File: src/logic/hcd_pkg.sv
/*
 holds the shared constants and carrier types of the host command decoder.
 assumes a 32-bit apb master and byte-wide command parameters.
*/
package hcd_pkg;
    // command opcodes; configure opcode value is local
    localparam logic [7:0] OP_CONF = 8'h01;
    localparam logic [7:0] OP_HANDSHAKE = 8'h04;
    localparam logic [7:0] OP_INIT = 8'h06;
    localparam logic [7:0] OP_ERR_CLEAR = 8'h08;
    localparam logic [7:0] OP_LINE_FRAMING_CMD = 8'h09;
    localparam logic [7:0] OP_MONITOR = 8'h0a;
    localparam logic [7:0] OP_TONE_DEF = 8'h0e;
    localparam logic [7:0] OP_CX_READ = 8'h11;
    localparam logic [7:0] OP_IRQ_MASK = 8'h13;
    localparam logic [7:0] OP_RELEASE = 8'h14;
    localparam logic [7:0] OP_FW_CALL = 8'h18;
    // register byte offsets
    localparam logic [7:0] OFF_PARAM = 8'h00;
    localparam logic [7:0] OFF_OPCODE = 8'h04;
    localparam logic [7:0] OFF_CFG = 8'h08;
    localparam logic [7:0] OFF_LINE = 8'h0c;
    localparam logic [7:0] OFF_MASK = 8'h10;
    localparam logic [7:0] OFF_ERR = 8'h14;
    localparam logic [7:0] OFF_ACK = 8'h18;
    localparam logic [7:0] OFF_CX = 8'h1c;
    localparam logic [7:0] OFF_REL = 8'h20;
    localparam logic [7:0] OFF_RAM = 8'h24;
    // operating modes
    localparam logic [3:0] MODE_TONE = 4'h0;
    localparam logic [3:0] MODE_TONECID = 4'h1;
    localparam logic [3:0] MODE_DECODER = 4'h2;
    localparam logic [3:0] MODE_TRANSP = 4'h4;
    localparam logic [3:0] MODE_CODER = 4'h8;
    localparam logic [3:0] MODE_ROOM = 4'h9;
    localparam logic [3:0] MODE_HANDS = 4'hc;
    localparam logic [3:0] MODE_MODEM = 4'hf;
    localparam logic [1:0] RATE_RSVD = 2'h3;
    localparam logic [1:0] PAR_RSVD = 2'h3;
    // line formats
    localparam logic [2:0] FMT_SYNC = 3'h0;
    localparam logic [2:0] FMT_ONES = 3'h1;
    localparam logic [2:0] FMT_ZEROS = 3'h3;
    localparam logic [2:0] FMT_UART = 3'h4;
    // reset values; release codes are arbitrary
    localparam logic [7:0] MASK0_RST = 8'h3f;
    localparam logic [7:0] MASK1_RST = 8'hff;
    localparam logic [7:0] HW_REL = 8'h01;
    localparam logic [7:0] SW_REL = 8'h01;
    localparam int RAM_AW = 4;

    typedef struct packed {
        logic psel;
        logic penable;
        logic pwrite;
        logic [7:0] paddr;
        logic [31:0] pwdata;
    } apb_req_s;
    typedef struct packed {
        logic pready;
        logic pslverr;
        logic [31:0] prdata;
    } apb_rsp_s;
    typedef struct packed {
        logic adpcm_sel;
        logic decoder_postfilter_en;
        logic [1:0] adpcm_rate_sel;
        logic vocoder_line_echo_en;
        logic coder_source_sel;
        logic silence_suppress_en;
        logic decoder_error_fix_en;
    } voc_cfg_s;
    typedef struct packed {
        logic telephony_init_inhibit;
        logic handsfree_sel;
        logic line_echo_disable;
        logic audio_echo_disable;
        logic half_duplex_sel;
        logic rx_clip_disable;
        logic gain_freeze;
        logic tx_clip_disable;
    } hs_cfg_s;
    typedef struct packed {
        logic [3:0] op_mode_sel;
        logic room_line_echo_en;
        voc_cfg_s voc;
        hs_cfg_s hs;
    } cfg_s;
    typedef struct packed {
        logic [2:0] tx_format;
        logic [2:0] rx_format;
        logic [1:0] char_width_sel;
        logic [1:0] parity_sel;
        logic stop_count_sel;
    } line_cfg_s;
    typedef struct packed {
        logic [11:0] freq;
        logic [7:0] amp;
    } tone_s;
    typedef struct packed {
        logic [11:0] addr;
        logic monitor_byte_sel;
    } mon_slot_s;
    typedef struct packed {
        logic [15:0] addr;
        logic [15:0] arg;
    } call_s;
    localparam cfg_s CFG_RST = '0;
    localparam line_cfg_s LINE_RST = '0;
endpackage

File: src/logic/cx_param_ram.sv
/*
 holds the complex parameter memory read by the decoder.
 assumes one clock and a clock enable shared with the decoder.
*/
module cx_param_ram (
    input wire logic pclk,
    input wire logic ce,
    input wire logic we,
    input wire logic [hcd_pkg::RAM_AW-1:0] waddr,
    input wire logic [15:0] wdata,
    input wire logic [hcd_pkg::RAM_AW-1:0] raddr,
    output logic [15:0] rdata
);
    import hcd_pkg::*;
    logic [15:0] mem [0:(1<<RAM_AW)-1];

    // synchronous read, one cycle of latency; no reset so it maps to ram
    always_ff @(posedge pclk) begin
        if (ce) begin
            if (we) begin
                mem[waddr] <= wdata;
            end
            rdata <= mem[raddr];
        end
    end
endmodule

File: src/logic/host_command_decoder.sv
/*
 holds the host command decoder: apb registers, opcode execution, config state.
 assumes the host writes parameters, then the opcode, and waits for cmd_ack.
*/
module host_command_decoder (
    input wire logic pclk,
    input wire logic presetn,
    input wire logic ce,
    input wire hcd_pkg::apb_req_s apb,
    output hcd_pkg::apb_rsp_s apb_rsp,
    input wire logic [7:0] status0,
    input wire logic [7:0] status1,
    input wire logic [7:0] err_set,
    input wire logic hs_done,
    output hcd_pkg::cfg_s cfg,
    output hcd_pkg::line_cfg_s line_cfg,
    output hcd_pkg::tone_s [3:0] tones,
    output hcd_pkg::mon_slot_s [3:0] monitor_slots,
    output hcd_pkg::call_s call,
    output logic fw_call,
    output logic hs_start,
    output logic cmd_ack,
    output logic status_change_irq,
    output logic soft_restart
);
    import hcd_pkg::*;

    typedef enum logic [1:0] {
        st_idle = 2'b00,
        st_exec = 2'b01,
        st_cx_real = 2'b10,
        st_cx_imag = 2'b11
    } state_e;

    state_e state;
    logic [31:0] param;
    logic [7:0] opcode;
    logic [7:0] status0_irq_mask;
    logic [7:0] status1_irq_mask;
    logic [7:0] system_error_byte;
    logic [7:0] command_ack_counter;
    logic [7:0] status0_prev;
    logic [7:0] status1_prev;
    logic hs_active;
    logic [15:0] cx_reply;
    logic [15:0] rel_reply;
    logic [15:0] ram_rdata;

    function automatic logic mode_valid(input logic [3:0] m);
        mode_valid = m == MODE_TONE || m == MODE_TONECID || m == MODE_DECODER || m == MODE_TRANSP
            || m == MODE_CODER || m == MODE_ROOM || m == MODE_HANDS || m == MODE_MODEM;
    endfunction

    // parameter bytes as numbered by the host
    wire [7:0] b1 = param[7:0];
    wire [7:0] b2 = param[15:8];
    wire [7:0] b3 = param[23:16];
    wire [7:0] b4 = param[31:24];

    // apb decode; writes are taken at the access edge only
    wire setup = apb.psel & ~apb.penable;
    wire access = apb.psel & apb.penable & apb_rsp.pready;
    wire wr = access & apb.pwrite;
    wire busy = state != st_idle;
    wire hit_param = apb.paddr == OFF_PARAM;
    wire hit_op = apb.paddr == OFF_OPCODE;
    wire hit_ram = apb.paddr == OFF_RAM;
    wire mapped = apb.paddr <= OFF_RAM && apb.paddr[1:0] == 2'h0;
    wire param_wr = wr & hit_param & ~busy;
    wire op_wr = wr & hit_op & ~busy;
    wire ram_we = wr & hit_ram;

    // read mux; unmapped and write-only offsets read zero
    wire [31:0] rdata_mux =
        apb.paddr == OFF_PARAM ? param :
        apb.paddr == OFF_OPCODE ? {23'h0, busy, opcode} :
        apb.paddr == OFF_CFG ? {11'h0, cfg} :
        apb.paddr == OFF_LINE ? {21'h0, line_cfg} :
        apb.paddr == OFF_MASK ? {16'h0, status1_irq_mask, status0_irq_mask} :
        apb.paddr == OFF_ERR ? {24'h0, system_error_byte} :
        apb.paddr == OFF_ACK ? {23'h0, hs_active, command_ack_counter} :
        apb.paddr == OFF_CX ? {16'h0, cx_reply} :
        apb.paddr == OFF_REL ? {16'h0, rel_reply} : 32'h0;

    // one wait-free access phase; data sampled in setup so read is one cycle old
    always_ff @(posedge pclk or negedge presetn) begin
        if (!presetn) begin
            apb_rsp <= '0;
        end else if (ce) begin
            if (setup) begin
                apb_rsp.pready <= 1'b1;
                apb_rsp.prdata <= rdata_mux;
                apb_rsp.pslverr <= ~mapped;
            end else if (access) begin
                apb_rsp.pready <= 1'b0;
                apb_rsp.pslverr <= 1'b0;
            end
        end
    end

    // parameter and opcode latches; refused while a command is running
    always_ff @(posedge pclk or negedge presetn) begin
        if (!presetn) begin
            param <= 32'h0;
            opcode <= 8'h00;
        end else if (ce) begin
            if (param_wr) begin
                param <= apb.pwdata;
            end
            if (op_wr) begin
                opcode <= apb.pwdata[7:0];
            end
        end
    end

    // execution strobes, one per opcode
    wire exec_now = state == st_exec;
    wire ex_conf = exec_now & (opcode == OP_CONF);
    wire ex_handshake = exec_now & (opcode == OP_HANDSHAKE);
    wire ex_init = exec_now & (opcode == OP_INIT);
    wire ex_err_clear = exec_now & (opcode == OP_ERR_CLEAR);
    wire ex_line_framing_cmd = exec_now & (opcode == OP_LINE_FRAMING_CMD);
    wire ex_monitor = exec_now & (opcode == OP_MONITOR);
    wire ex_tone = exec_now & (opcode == OP_TONE_DEF);
    wire ex_cx_read = exec_now & (opcode == OP_CX_READ);
    wire ex_irq_mask = exec_now & (opcode == OP_IRQ_MASK);
    wire ex_release = exec_now & (opcode == OP_RELEASE);
    wire ex_fw_call = exec_now & (opcode == OP_FW_CALL);
    // unknown opcodes still ack so the host never hangs
    wire go_ack = (exec_now & ~ex_cx_read & ~ex_init) | (state == st_cx_imag);

    // sequencer: complex read needs two ram reads, the rest finish in one cycle
    always_ff @(posedge pclk or negedge presetn) begin
        if (!presetn) begin
            state <= st_idle;
        end else if (ce) begin
            unique case (state)
                st_idle: state <= op_wr ? st_exec : st_idle;
                st_exec: state <= ex_cx_read ? st_cx_real : st_idle;
                st_cx_real: state <= st_cx_imag;
                st_cx_imag: state <= st_idle;
            endcase
        end
    end

    // ack counter and pulse
    always_ff @(posedge pclk or negedge presetn) begin
        if (!presetn) begin
            command_ack_counter <= 8'h00;
            cmd_ack <= 1'b0;
        end else if (ce) begin
            cmd_ack <= go_ack;
            command_ack_counter <= command_ack_counter + {7'h0, go_ack};
        end
    end

    // configure command decode
    wire [3:0] new_mode = b1[3:0];
    wire mode_ok = mode_valid(new_mode);
    wire is_voc = new_mode == MODE_DECODER || new_mode == MODE_CODER;
    wire voc_cfg_s next_voc = '{
        adpcm_sel: b3[0],
        decoder_postfilter_en: b3[1] & ~b3[0],
        adpcm_rate_sel: b3[3:2] == RATE_RSVD ? cfg.voc.adpcm_rate_sel : b3[3:2],
        vocoder_line_echo_en: b3[4],
        coder_source_sel: b3[5],
        silence_suppress_en: b3[6],
        decoder_error_fix_en: b3[7]
    };
    wire hs_cfg_s next_hs = '{
        telephony_init_inhibit: b3[6],
        handsfree_sel: b3[7],
        line_echo_disable: b4[0],
        audio_echo_disable: b4[1],
        half_duplex_sel: b4[2],
        rx_clip_disable: b4[3],
        gain_freeze: b4[4],
        tx_clip_disable: b4[5]
    };

    // operating configuration; other modes keep fields of the ones not chosen
    always_ff @(posedge pclk or negedge presetn) begin
        if (!presetn) begin
            cfg <= CFG_RST;
        end else if (ce) begin
            if (ex_init) begin
                cfg <= CFG_RST;
            end else if (ex_conf && mode_ok) begin
                cfg.op_mode_sel <= new_mode;
                if (is_voc) begin
                    cfg.voc <= next_voc;
                end
                if (new_mode == MODE_ROOM) begin
                    cfg.room_line_echo_en <= b3[4];
                end
                if (new_mode == MODE_HANDS) begin
                    cfg.hs <= next_hs;
                end
            end
        end
    end

    // line format; fill patterns are a transmit matter, so rx sees synchronous
    wire fmt_ok = b1[2:0] <= FMT_UART;
    wire fill_fmt = b1[2:0] == FMT_ONES || b1[2:0] == FMT_ZEROS;
    wire is_uart = b1[2:0] == FMT_UART;
    always_ff @(posedge pclk or negedge presetn) begin
        if (!presetn) begin
            line_cfg <= LINE_RST;
        end else if (ce) begin
            if (ex_init) begin
                line_cfg <= LINE_RST;
            end else if (ex_line_framing_cmd && fmt_ok) begin
                line_cfg.tx_format <= b1[2:0];
                line_cfg.rx_format <= fill_fmt ? FMT_SYNC : b1[2:0];
                if (is_uart && !b2[1]) begin
                    line_cfg.char_width_sel <= b2[1:0];
                end
                if (is_uart && b2[3:2] != PAR_RSVD) begin
                    line_cfg.parity_sel <= b2[3:2];
                end
                if (is_uart) begin
                    line_cfg.stop_count_sel <= b2[5];
                end
            end
        end
    end

    // status interrupt masks and change detector
    wire irq_hit = |(((status0 ^ status0_prev) & status0_irq_mask) | ((status1 ^ status1_prev) & status1_irq_mask));
    always_ff @(posedge pclk or negedge presetn) begin
        if (!presetn) begin
            status0_irq_mask <= MASK0_RST;
            status1_irq_mask <= MASK1_RST;
            status0_prev <= 8'h00;
            status1_prev <= 8'h00;
            status_change_irq <= 1'b0;
        end else if (ce) begin
            status0_prev <= status0;
            status1_prev <= status1;
            status_change_irq <= irq_hit;
            if (ex_init) begin
                status0_irq_mask <= MASK0_RST;
                status1_irq_mask <= MASK1_RST;
            end else if (ex_irq_mask) begin
                status0_irq_mask <= b1;
                status1_irq_mask <= b2;
            end
        end
    end

    // error byte: a new error in the clearing cycle survives the clear
    always_ff @(posedge pclk or negedge presetn) begin
        if (!presetn) begin
            system_error_byte <= 8'h00;
        end else if (ce) begin
            system_error_byte <= (system_error_byte & ~(ex_err_clear ? b1 : 8'h00)) | err_set;
        end
    end

    // tone generators and monitor slots, indexed by byte 1
    always_ff @(posedge pclk or negedge presetn) begin
        if (!presetn) begin
            tones <= '0;
            monitor_slots <= '0;
        end else if (ce) begin
            if (ex_init) begin
                tones <= '0;
                monitor_slots <= '0;
            end else if (ex_tone) begin
                tones[b1[1:0]] <= '{freq: {b3[3:0], b2}, amp: b4};
            end else if (ex_monitor) begin
                monitor_slots[b1[1:0]] <= '{addr: {b3[3:0], b2}, monitor_byte_sel: b3[7]};
            end
        end
    end

    // firmware call, handshake, identify and restart strobes
    always_ff @(posedge pclk or negedge presetn) begin
        if (!presetn) begin
            call <= '0;
            fw_call <= 1'b0;
            hs_start <= 1'b0;
            hs_active <= 1'b0;
            rel_reply <= 16'h0000;
            soft_restart <= 1'b0;
        end else if (ce) begin
            fw_call <= ex_fw_call;
            hs_start <= ex_handshake;
            soft_restart <= ex_init;
            hs_active <= ex_handshake | (hs_active & ~hs_done);
            if (ex_fw_call) begin
                call <= '{addr: {b2, b1}, arg: {b4, b3}};
            end
            if (ex_release) begin
                rel_reply <= {HW_REL, SW_REL};
            end
        end
    end

    // complex read: real word at the address, imaginary at the next one
    wire [RAM_AW-1:0] cx_addr = b1[RAM_AW-1:0];
    wire [RAM_AW-1:0] ram_raddr = state == st_cx_real ? cx_addr + 1'b1 : cx_addr;
    always_ff @(posedge pclk or negedge presetn) begin
        if (!presetn) begin
            cx_reply <= 16'h0000;
        end else if (ce) begin
            if (state == st_cx_real) begin
                cx_reply[15:8] <= ram_rdata[15:8];
            end
            if (state == st_cx_imag) begin
                cx_reply[7:0] <= ram_rdata[15:8];
            end
        end
    end

    cx_param_ram u_ram (
        .pclk(pclk),
        .ce(ce),
        .we(ram_we),
        .waddr(apb.pwdata[16 +: RAM_AW]),
        .wdata(apb.pwdata[15:0]),
        .raddr(ram_raddr),
        .rdata(ram_rdata)
    );
endmodule

File: config.mk
export PLATFORM = sky130hd
export DESIGN_NAME = host_command_decoder
export DESIGN_NICKNAME = d
export VERILOG_FILES = /design/src/logic/hcd_pkg.sv /design/src/logic/cx_param_ram.sv /design/src/logic/host_command_decoder.sv
export SDC_FILE = /design/constraint.sdc
export NUM_CORES = 1
export LEC_CHECK = 0
export BUFFER_PORTS_ARGS = -buffer_cell sky130_fd_sc_hd__buf_2
export CAP_MARGIN = 20
export CORE_ASPECT_RATIO = 0.75
export CORE_UTILIZATION = 36
export CTS_BUF_LIST = sky130_fd_sc_hd__clkbuf_16
export DETAILED_ROUTE_END_ITERATION = 10
export RECOVER_POWER = 100
export SYNTH_ARGS = -nofsm -noshare
export SYNTH_HDL_FRONTEND = slang
export SYNTH_HIERARCHICAL = 1
export SYNTH_SLANG_ARGS = --single-unit
File: constraint.sdc
create_clock -name pclk -period 5.7 [get_ports pclk]
set_input_delay 0.57 -clock pclk [delete_from_list [all_inputs] [get_ports pclk]]
set_output_delay 0.57 -clock pclk [all_outputs]
set_load 0.01 [all_outputs]
# Word-level counts from Yosys, hierarchy flattened
# Memory sizes are Yosys's and may differ from the RTL's. A register that Yosys moved wholly into a read port is not among the register bits.
# Cells that the tools add are included.
[classes]
addsub = 2
n_lt_le_gt_ge = 4
eq_ne = 37
n_mux = 46
n_bitwise = 41
n_reduce_logical = 54
[ops]
columns = ["operator", "count"]
rows = [
  ["two-way mux 80 bit", 2],
  ["two-way mux 52 bit", 3],
  ["two-way mux 21 bit", 4],
  ["bitwise mux 80 bit", 1],
  ["two-way mux 16 bit", 5],
  ["== test 8 x 5 -> 1 bit, second input constant", 8],
  ["two-way mux 8 bit", 7],
  ["bitwise mux 52 bit", 1],
  ["== test 8 x 4 -> 1 bit, second input constant", 6],
  ["demux 20 bit (select 2 bit)", 1],
  ["two-way mux 32 bit", 1],
  ["demux 13 bit (select 2 bit)", 1],
  ["nonzero test 2 bit", 13],
  ["AND 1 bit", 24],
  ["AND 8 bit", 3],
  ["== test 8 x 3 -> 1 bit, second input constant", 3],
  ["AND reduction 2 bit", 12],
  ["two-way mux 11 bit", 2],
  ["AND reduction 3 bit", 7],
  ["two-way mux 20 bit", 1],
  ["== test 4 bit, second input constant", 4],
  ["== test 8 x 6 -> 1 bit, second input constant", 2],
  ["bitwise OR 8 bit", 2],
  ["XOR 8 bit", 2],
  ["34 further kinds", 69],
]
[word_totals]
regBits = 343
ramBits = 256
output_inout_bits = 235
mem_count = 1
[memory_table]
columns = ["memory", "words", "word_bits", "read_ports", "rd_ports_with_merged_regs", "write_ports", "line", "rtl"]
rows = [
  ["u_ram.mem", 16, 16, 1, 1, 1, "cx_param_ram.sv:15", "logic [15:0] mem [0:(1<<RAM_AW)-1];"],
]

# Longest topological paths before layout
# Gate-level depths: netlist of run 1.
[depth]
word_depth = 11
ltp_mapped = 10
mapped_depth_nobuf = 8

# Modules after synthesis
# The synthesis of run 1 kept the hierarchy.
[modules_own_cells]
columns = ["module", "instances", "cells_per_inst", "area_each_um2", "seq_area_each_um2"]
rows = [
  ["host_command_decoder", 1, 1147, 14625.3, 8575.7],
  ["cx_param_ram", 1, 433, 10253.6, 8167.8],
]

# Worst setup path before layout of run 1
# Ideal clock, no wire load.
[synth_timing]
path_type = "input -> register"
from = "input port apb[34] (netlist name)"
to = "memory u_ram.mem[0][0] (enable)"
setup_ns = 0.409
arrival_ns = 3.438
slack_ns = 1.853
stages = 8
path_cell_list = "buf_2 -> buf_2 -> clkbuf_1 -> nand2_1 -> nor4_1 -> nand2_1 -> or3_1 -> nor3_1"
[synth_between]
elab_chain_len = 5
[synth_lines]
columns = ["element", "line", "rtl"]
rows = [
  ["start, declared", "host_command_decoder.sv:9", "input wire hcd_pkg::apb_req_s apb,"],
  ["== test 8 x 6 -> 1 bit", "host_command_decoder.sv:67", "wire hit_ram = apb.paddr == OFF_RAM;"],
  ["AND 1 bit", "host_command_decoder.sv:71", "wire ram_we = wr & hit_ram;"],
  ["net ram_we", "host_command_decoder.sv:71", ""],
  ["two-way mux 1 bit", "cx_param_ram.sv:20", "if (we) begin"],
  ["two-way mux 1 bit", "cx_param_ram.sv:19", "if (ce) begin"],
  ["two-way mux 1 bit (implied by the code)", "cx_param_ram.sv:21", "mem[waddr] <= wdata;"],
  ["end, declared", "cx_param_ram.sv:15", ""],
]
# The timed path passes the listed nets, and every way through them passes these cells.

# Worst setup path after layout of run 1
[layout_timing]
from = "input port ce"
to = "register apb_rsp[10] (netlist name)"
[layout_between]
elab_chain_len = 1
[layout_lines]
columns = ["element", "line", "rtl"]
rows = [
  ["start, declared", "host_command_decoder.sv:8", "input wire logic ce,"],
  ["AND reduction 2 bit (no source line)", "-", ""],
  ["end, declared", "host_command_decoder.sv:10", "output hcd_pkg::apb_rsp_s apb_rsp,"],
]
# No other way between the ends.
# A chain may end at the register's enable or synchronous reset.

==> results of run 1 <==
[sequential cells by signal, summed over array words and instances (netlist names), 10 cells and up, named ones only]
signal / cells
u_ram/mem: 128
tones: 80
monitor_slots: 52
apb_rsp: 34
call: 32
param: 32
cfg: 21
cx_reply: 16
line_cfg: 10
[worst paths after layout]
path	start	to	slack [ps]	cells after the start
max	ce	apb_rsp[10]	1700	8
min	presetn	tones[9]	-0.4	1
max reg2reg	register	u_ram/rdata[12]	1930	6
min reg2reg	call[18]	call[18]	480	2
max in group asynchronous	presetn	system_error_byte[0]	3140	2
min in group pclk	apb[1]	opcode[1]	210	3
[report_power, final]
| group | internal (W) | leakage (nW) | total [W] | switching (W) |
|---|---|---|---|---|
| Combinational | 0.0000691 | 3.09 | 0.000224 | 0.000155 |
| Clock | 0.00183 | 0.797 | 0.00317 | 0.00134 |
| Sequential | 0.00355 | 5.81 | 0.00358 | 0.0000222 |
| Total | 0.00545 | 9.70 | 0.00697 | 0.00152 |
[area by class of cell]
cell class                 instances  area (um2)
antenna                            3       7.507
sequential                       478       12660
timing repair buffer             325        1378
tap                              722       903.4
inverter                          24       90.09
clock inverter                    38       325.3
clock buffer                      49        1226
fill                            5104       31410
multi-input combinational        772        6535
[metrics by stage]
| step | worst slack (ps) | util | power (W) | cells | area, um2 |
|---|---|---|---|---|---|
| after floorplan | 2415 | - | 0.003721 | 1388 | 19900 |
| after global placement | 1708 | 0.4011 | 0.003861 | 2315 | 21870 |
| after detailed placement | 2083 | 0.4013 | 0.003868 | 2317 | 21880 |
| after CTS | 2386 | 0.4297 | 0.007030 | 2404 | 23440 |
| after global routing | 1334 | 0.4240 | 0.007193 | 2411 | 23120 |
| final | 1705 | 0.4240 | 0.006965 | 2411 | 23120 |
[layer usage]
layer | track usage | wire [um]
met1 | 0.3182 | 27770
met2 | 0.3116 | 26980
met3 | 0.06850 | 5961
met4 | 0.08280 | 1899
met5 | 0.01140 | 115
==> run_results.csv, run 1 <==
group,metric,value,unit
run_status,status,"finished with violations",
global_routing,grt_pass1_vias,12910,
critical_path,max_stage_delay,1760,ps
global_routing,antenna_found_initial,6,
synthesis,syn-num-nets,1466,
sta,fin_skew,27.99,ps
cts,clk_latency,590,ps
drt,post_drt_wl_per_cell,26.02,um
sta,fin_crit,3995,ps
place,dp_hpwl,43790,um
cts,cts_max_level,2,
drt,vias,13510,
cts,post_cts_resized,0,
critical_path,worst-path-buf-inv,3,
place,gp_congestion,0.8728,
pwr,max-vdd-ir-drop,0.2445,mV
synthesis,netlist_instances,1388,
cts,clock_sinks,478,
drt,routed_via_density,5.601,
cts,root_buffer,"clkbuf_16",
die,fp.dieArea,0.05624,mm2
die,row_count,74,
cts,cts-buffers-inserted,48,
drt,finalWirelength,62730,um
critical_path,crit_type,"in -> reg",
drt,postRouteAntennaNets,0,
critical_path,required,6050,ps
global_routing,gr-total-overflow,0,
pwr,powerDensity,301.2,mW/mm2
cts,post_cts_buffers,0,
global_routing,grt_pass1_wl,90270,um
global_routing,grt_max_degree,173,
cts,clockBufferDepth,3,
flow_run,max_cap_viol_count,6,
sta,final.setup.tns,0,ps
layout,layout_common_cells,"dfrtp_1, clkbuf_1, a22o_1, edfxtp_1, nand2_1",
sta,hold_viol,1,
sta,max_freq,250.3,MHz
drt,first_pass_iters,7,
sta,min_period_over_period,0.7009,
synthesis,netlist_area,0.01990,mm2
global_routing,grt_usage,0.2219,
critical_path,crit_fanout,58,
critical_path,critPathTopFamily,"buffers and inverters",
sta,setup_viol_count_final,0,
pwr,p_leak,9.699,nW
die,die_h,205.6,um
sta,whs,-0.4500,ps
drt,drt_iter0_markers,1432,
critical_path,crit_arrival,4340,ps
sta,relSlewSlack,-0.6686,
critical_path,cp_slowest_cell,"clkbuf_1",
critical_path,crit_top_cell,"clkbuf_1",
die,die_w,273.5,um
synthesis,syn_avg_cell_area,14.34,um2
layout,layout-drive-gt1-share,0.1951,
drt,drc,0,
critical_path,cp-start-kind,"input pin",
place,port_buffers,305,
sta,grt_setup_unrepaired,"no",
sta,tightest_slew,2503,ps
synthesis,synth-warning-count,6,
min_path,min-delay-path-class,"in -> async",
layout,syn2layout_area_growth,16.20,%
layout,final_common_cell,"dfrtp_1",
critical_path,endpoint_kind,"register",
die,ios,306,
die,core_area,0.05453,mm2
layout,fin_nets,1727,
die,start_util,0.3649,
cts,ctsHoldBuffers,0,
cts,path_clk_slew,60,ps
run_status,failed_checks,"negative hold slack, max-capacitance violations, max-slew violations",
sta,drv_slew,239,
critical_path,crit_chain,"clkbuf_1 -> nand2_1 -> or2_2 -> clkbuf_1 -> nor3_1 -> clkbuf_1 -> a22oi_1 -> o31ai_1",
cts,cts_tree,"yes",
(Power assumes the default switching activity.)
==> inputs of run 2 (changes only) <==
--- a/config.mk
+++ b/config.mk
@@ -5,6 +5,7 @@
 export SDC_FILE = /design/constraint.sdc
 export NUM_CORES = 1
 export LEC_CHECK = 0
+export ABC_AREA = 1
 export BUFFER_PORTS_ARGS = -buffer_cell sky130_fd_sc_hd__buf_2
 export CAP_MARGIN = 20
 export CORE_ASPECT_RATIO = 0.75
==> constraint.sdc (replaced) <==
create_clock -name pclk -period 3.9 [get_ports pclk]
set_input_delay 0.39 -clock pclk [delete_from_list [all_inputs] [get_ports pclk]]
set_output_delay 0.39 -clock pclk [all_outputs]
set_load 0.01 [all_outputs]
==> run_results.csv, run 2 <==
group,metric,value,unit
synthesis,syn-num-nets,2379,
drt,routed_via_density,5.191,
layout,regMostFlops,"u_ram/mem",
drt,drc,0,
synthesis,netlist_instances,2301,
drt,first_pass_iters,5,
sta,min_period_over_period,0.8456,
drt,top_layer_used,"met5",
place,gp_congestion,0.9592,
die,start_util,0.3679,
critical_path,r2r_cells,11,
global_routing,antenna_found_initial,2,
die,row_count,75,
global_routing,gr-total-overflow,0,
drt,route.met2.wl,30880,um
critical_path,crit_type,"reg -> reg",
die,fp.dieArea,0.05862,mm2
die,core_area,0.05640,mm2
layout,fin_nets,2627,
cts,path_clk_slew,60,ps
pwr,p_leak,10.92,nW
critical_path,required,4330,ps
cts,clk_latency,580,ps
min_path,min-delay-path-class,"in -> reg",
flow_run,max_cap_viol_count,3,
die,die_h,209.9,um
layout,reg.largest.list,"u_ram/mem x128, tones x80, monitor_slots x52",
critical_path,cp-start-kind,"register",
global_routing,grt_usage,0.2374,
layout,layout_common_cells,"nand2_1, dfrtp_1, o21ai_0, clkbuf_1, inv_1",
global_routing,grt_pass1_wl,104500,um
die,ios,306,
pwr,max-vdd-ir-drop,0.3129,mV
run_status,failed_checks,"max-capacitance violations, max-slew violations",
drt,postRouteAntennaNets,0,
place,port_buffers,305,
cts,clockBufferDepth,3,
drt,wl_met3,6480,um
pwr,total_power,0.01060,W
drt,finalWirelength,70530,um
sta,tightest_slew,2032,ps
drt,wl_met1,31180,um
layout,syn2layout_area_growth,14.84,%
layout,layout-drive-gt1-share,0.07002,
cts,post_cts_buffers,0,
sta,final.setup.tns,0,ps
drt,drt_iter0_markers,1721,
cts,ctsHoldBuffers,1,
die,die_w,279.2,um
min_path,hold_depth,3,
cts,post_cts_resized,0,
synthesis,netlist_area,0.02075,mm2
cts,clock_sinks,478,
drt,vias,17420,
critical_path,crit_fanout,18,
sta,setup_viol_count_final,0,
layout,largest_reg_flops,128,
critical_path,endpoint_kind,"register",
cts,cts_tree,"yes",
pwr,powerDensity,444.7,mW/mm2
sta,relSlewSlack,-0.3548,
sta,max_freq,303.2,MHz
global_routing,grt_max_degree,90,
global_routing,grt_pass1_vias,16320,
layout,final_common_cell,"nand2_1",
layout,fill_cells,5699,
synthesis,synth-warning-count,6,
synthesis,syn_avg_cell_area,9.018,um2
cts,root_buffer,"clkbuf_16",
sta,fin_crit,3298,ps
sta,hold_viol,0,
sta,fin_skew,21.49,ps
drt,post_drt_wl_per_cell,21.02,um
critical_path,crit_arrival,3730,ps
cts,cts_max_level,2,
run_status,status,"finished with violations",
sta,drv_slew,168,
sta,grt_setup_unrepaired,"no",
place,dp_hpwl,51040,um
cts,cts-buffers-inserted,47,
==> run 2: path summary, 6_finish.rpt <==
check	startpoint	end	slack, ps
min in group asynchronous	presetn	call[12]	900
setup reg to reg	param[0]	cfg[10]	600
max in group asynchronous	presetn	tones[69]	660
hold reg to reg	command_ack_counter[7]	command_ack_counter[7]	480
setup / recovery	param[0]	cfg[10]	600
hold / removal	err_set[7]	system_error_byte[7]	30
==> run 2: metal layers <==
layer,global-route usage,vias up
met4,0.06840,2
li1,-,7932
met2,0.3517,782
met5,0,-
met3,0.05878,116
met1,0.3432,8590
==> run 2: through the flow <==
step | setup slack (ps) | hold WS [ps] | area, um2 | util | instances
after floorplan | 1690 | 94.41 | 20750 | - | 2301
after global placement | 743.0 | 408.2 | 22850 | 0.4051 | 3269
after detailed placement | 614.5 | 413.3 | 22850 | 0.4051 | 3269
after CTS | 604.3 | 9.492 | 24280 | 0.4305 | 3355
after global routing | 105.6 | 36.10 | 23830 | 0.4225 | 3355
final | 602.1 | 26.64 | 23830 | 0.4226 | 3356
==> run 2: layout make-up <==
type	instances	area [um2]	area share
tap	770	963.4	0.04043
inverter	234	878.3	0.03686
clock inverter	37	221.5	0.009293
timing repair buffer	331	1390	0.05833
multi-input combinational	1457	6515	0.2734
clock buffer	48	1201	0.05040
sequential	478	12660	0.5312
antenna	1	2.502	0.0001050
==> run 2: critical path: stages (launching register included) <==
cell,delay (ps)
dfrtp_1,510
inv_1,200
ha_1,710
inv_1,380
o21ai_0,170
nand2_1,90
nand3_1,110
nand3_1,90
nand2_1,350
nand2_1,320
nand2_1,130
o21ai_0,100
==> run 2: power breakdown <==
group | total [W] | switching (W) | internal [W]
Sequential | 0.00548 | 0.000135 | 0.00534
Clock | 0.00432 | 0.00197 | 0.00236
Combinational | 0.000797 | 0.000567 | 0.000231
Total | 0.0106 | 0.00267 | 0.00793
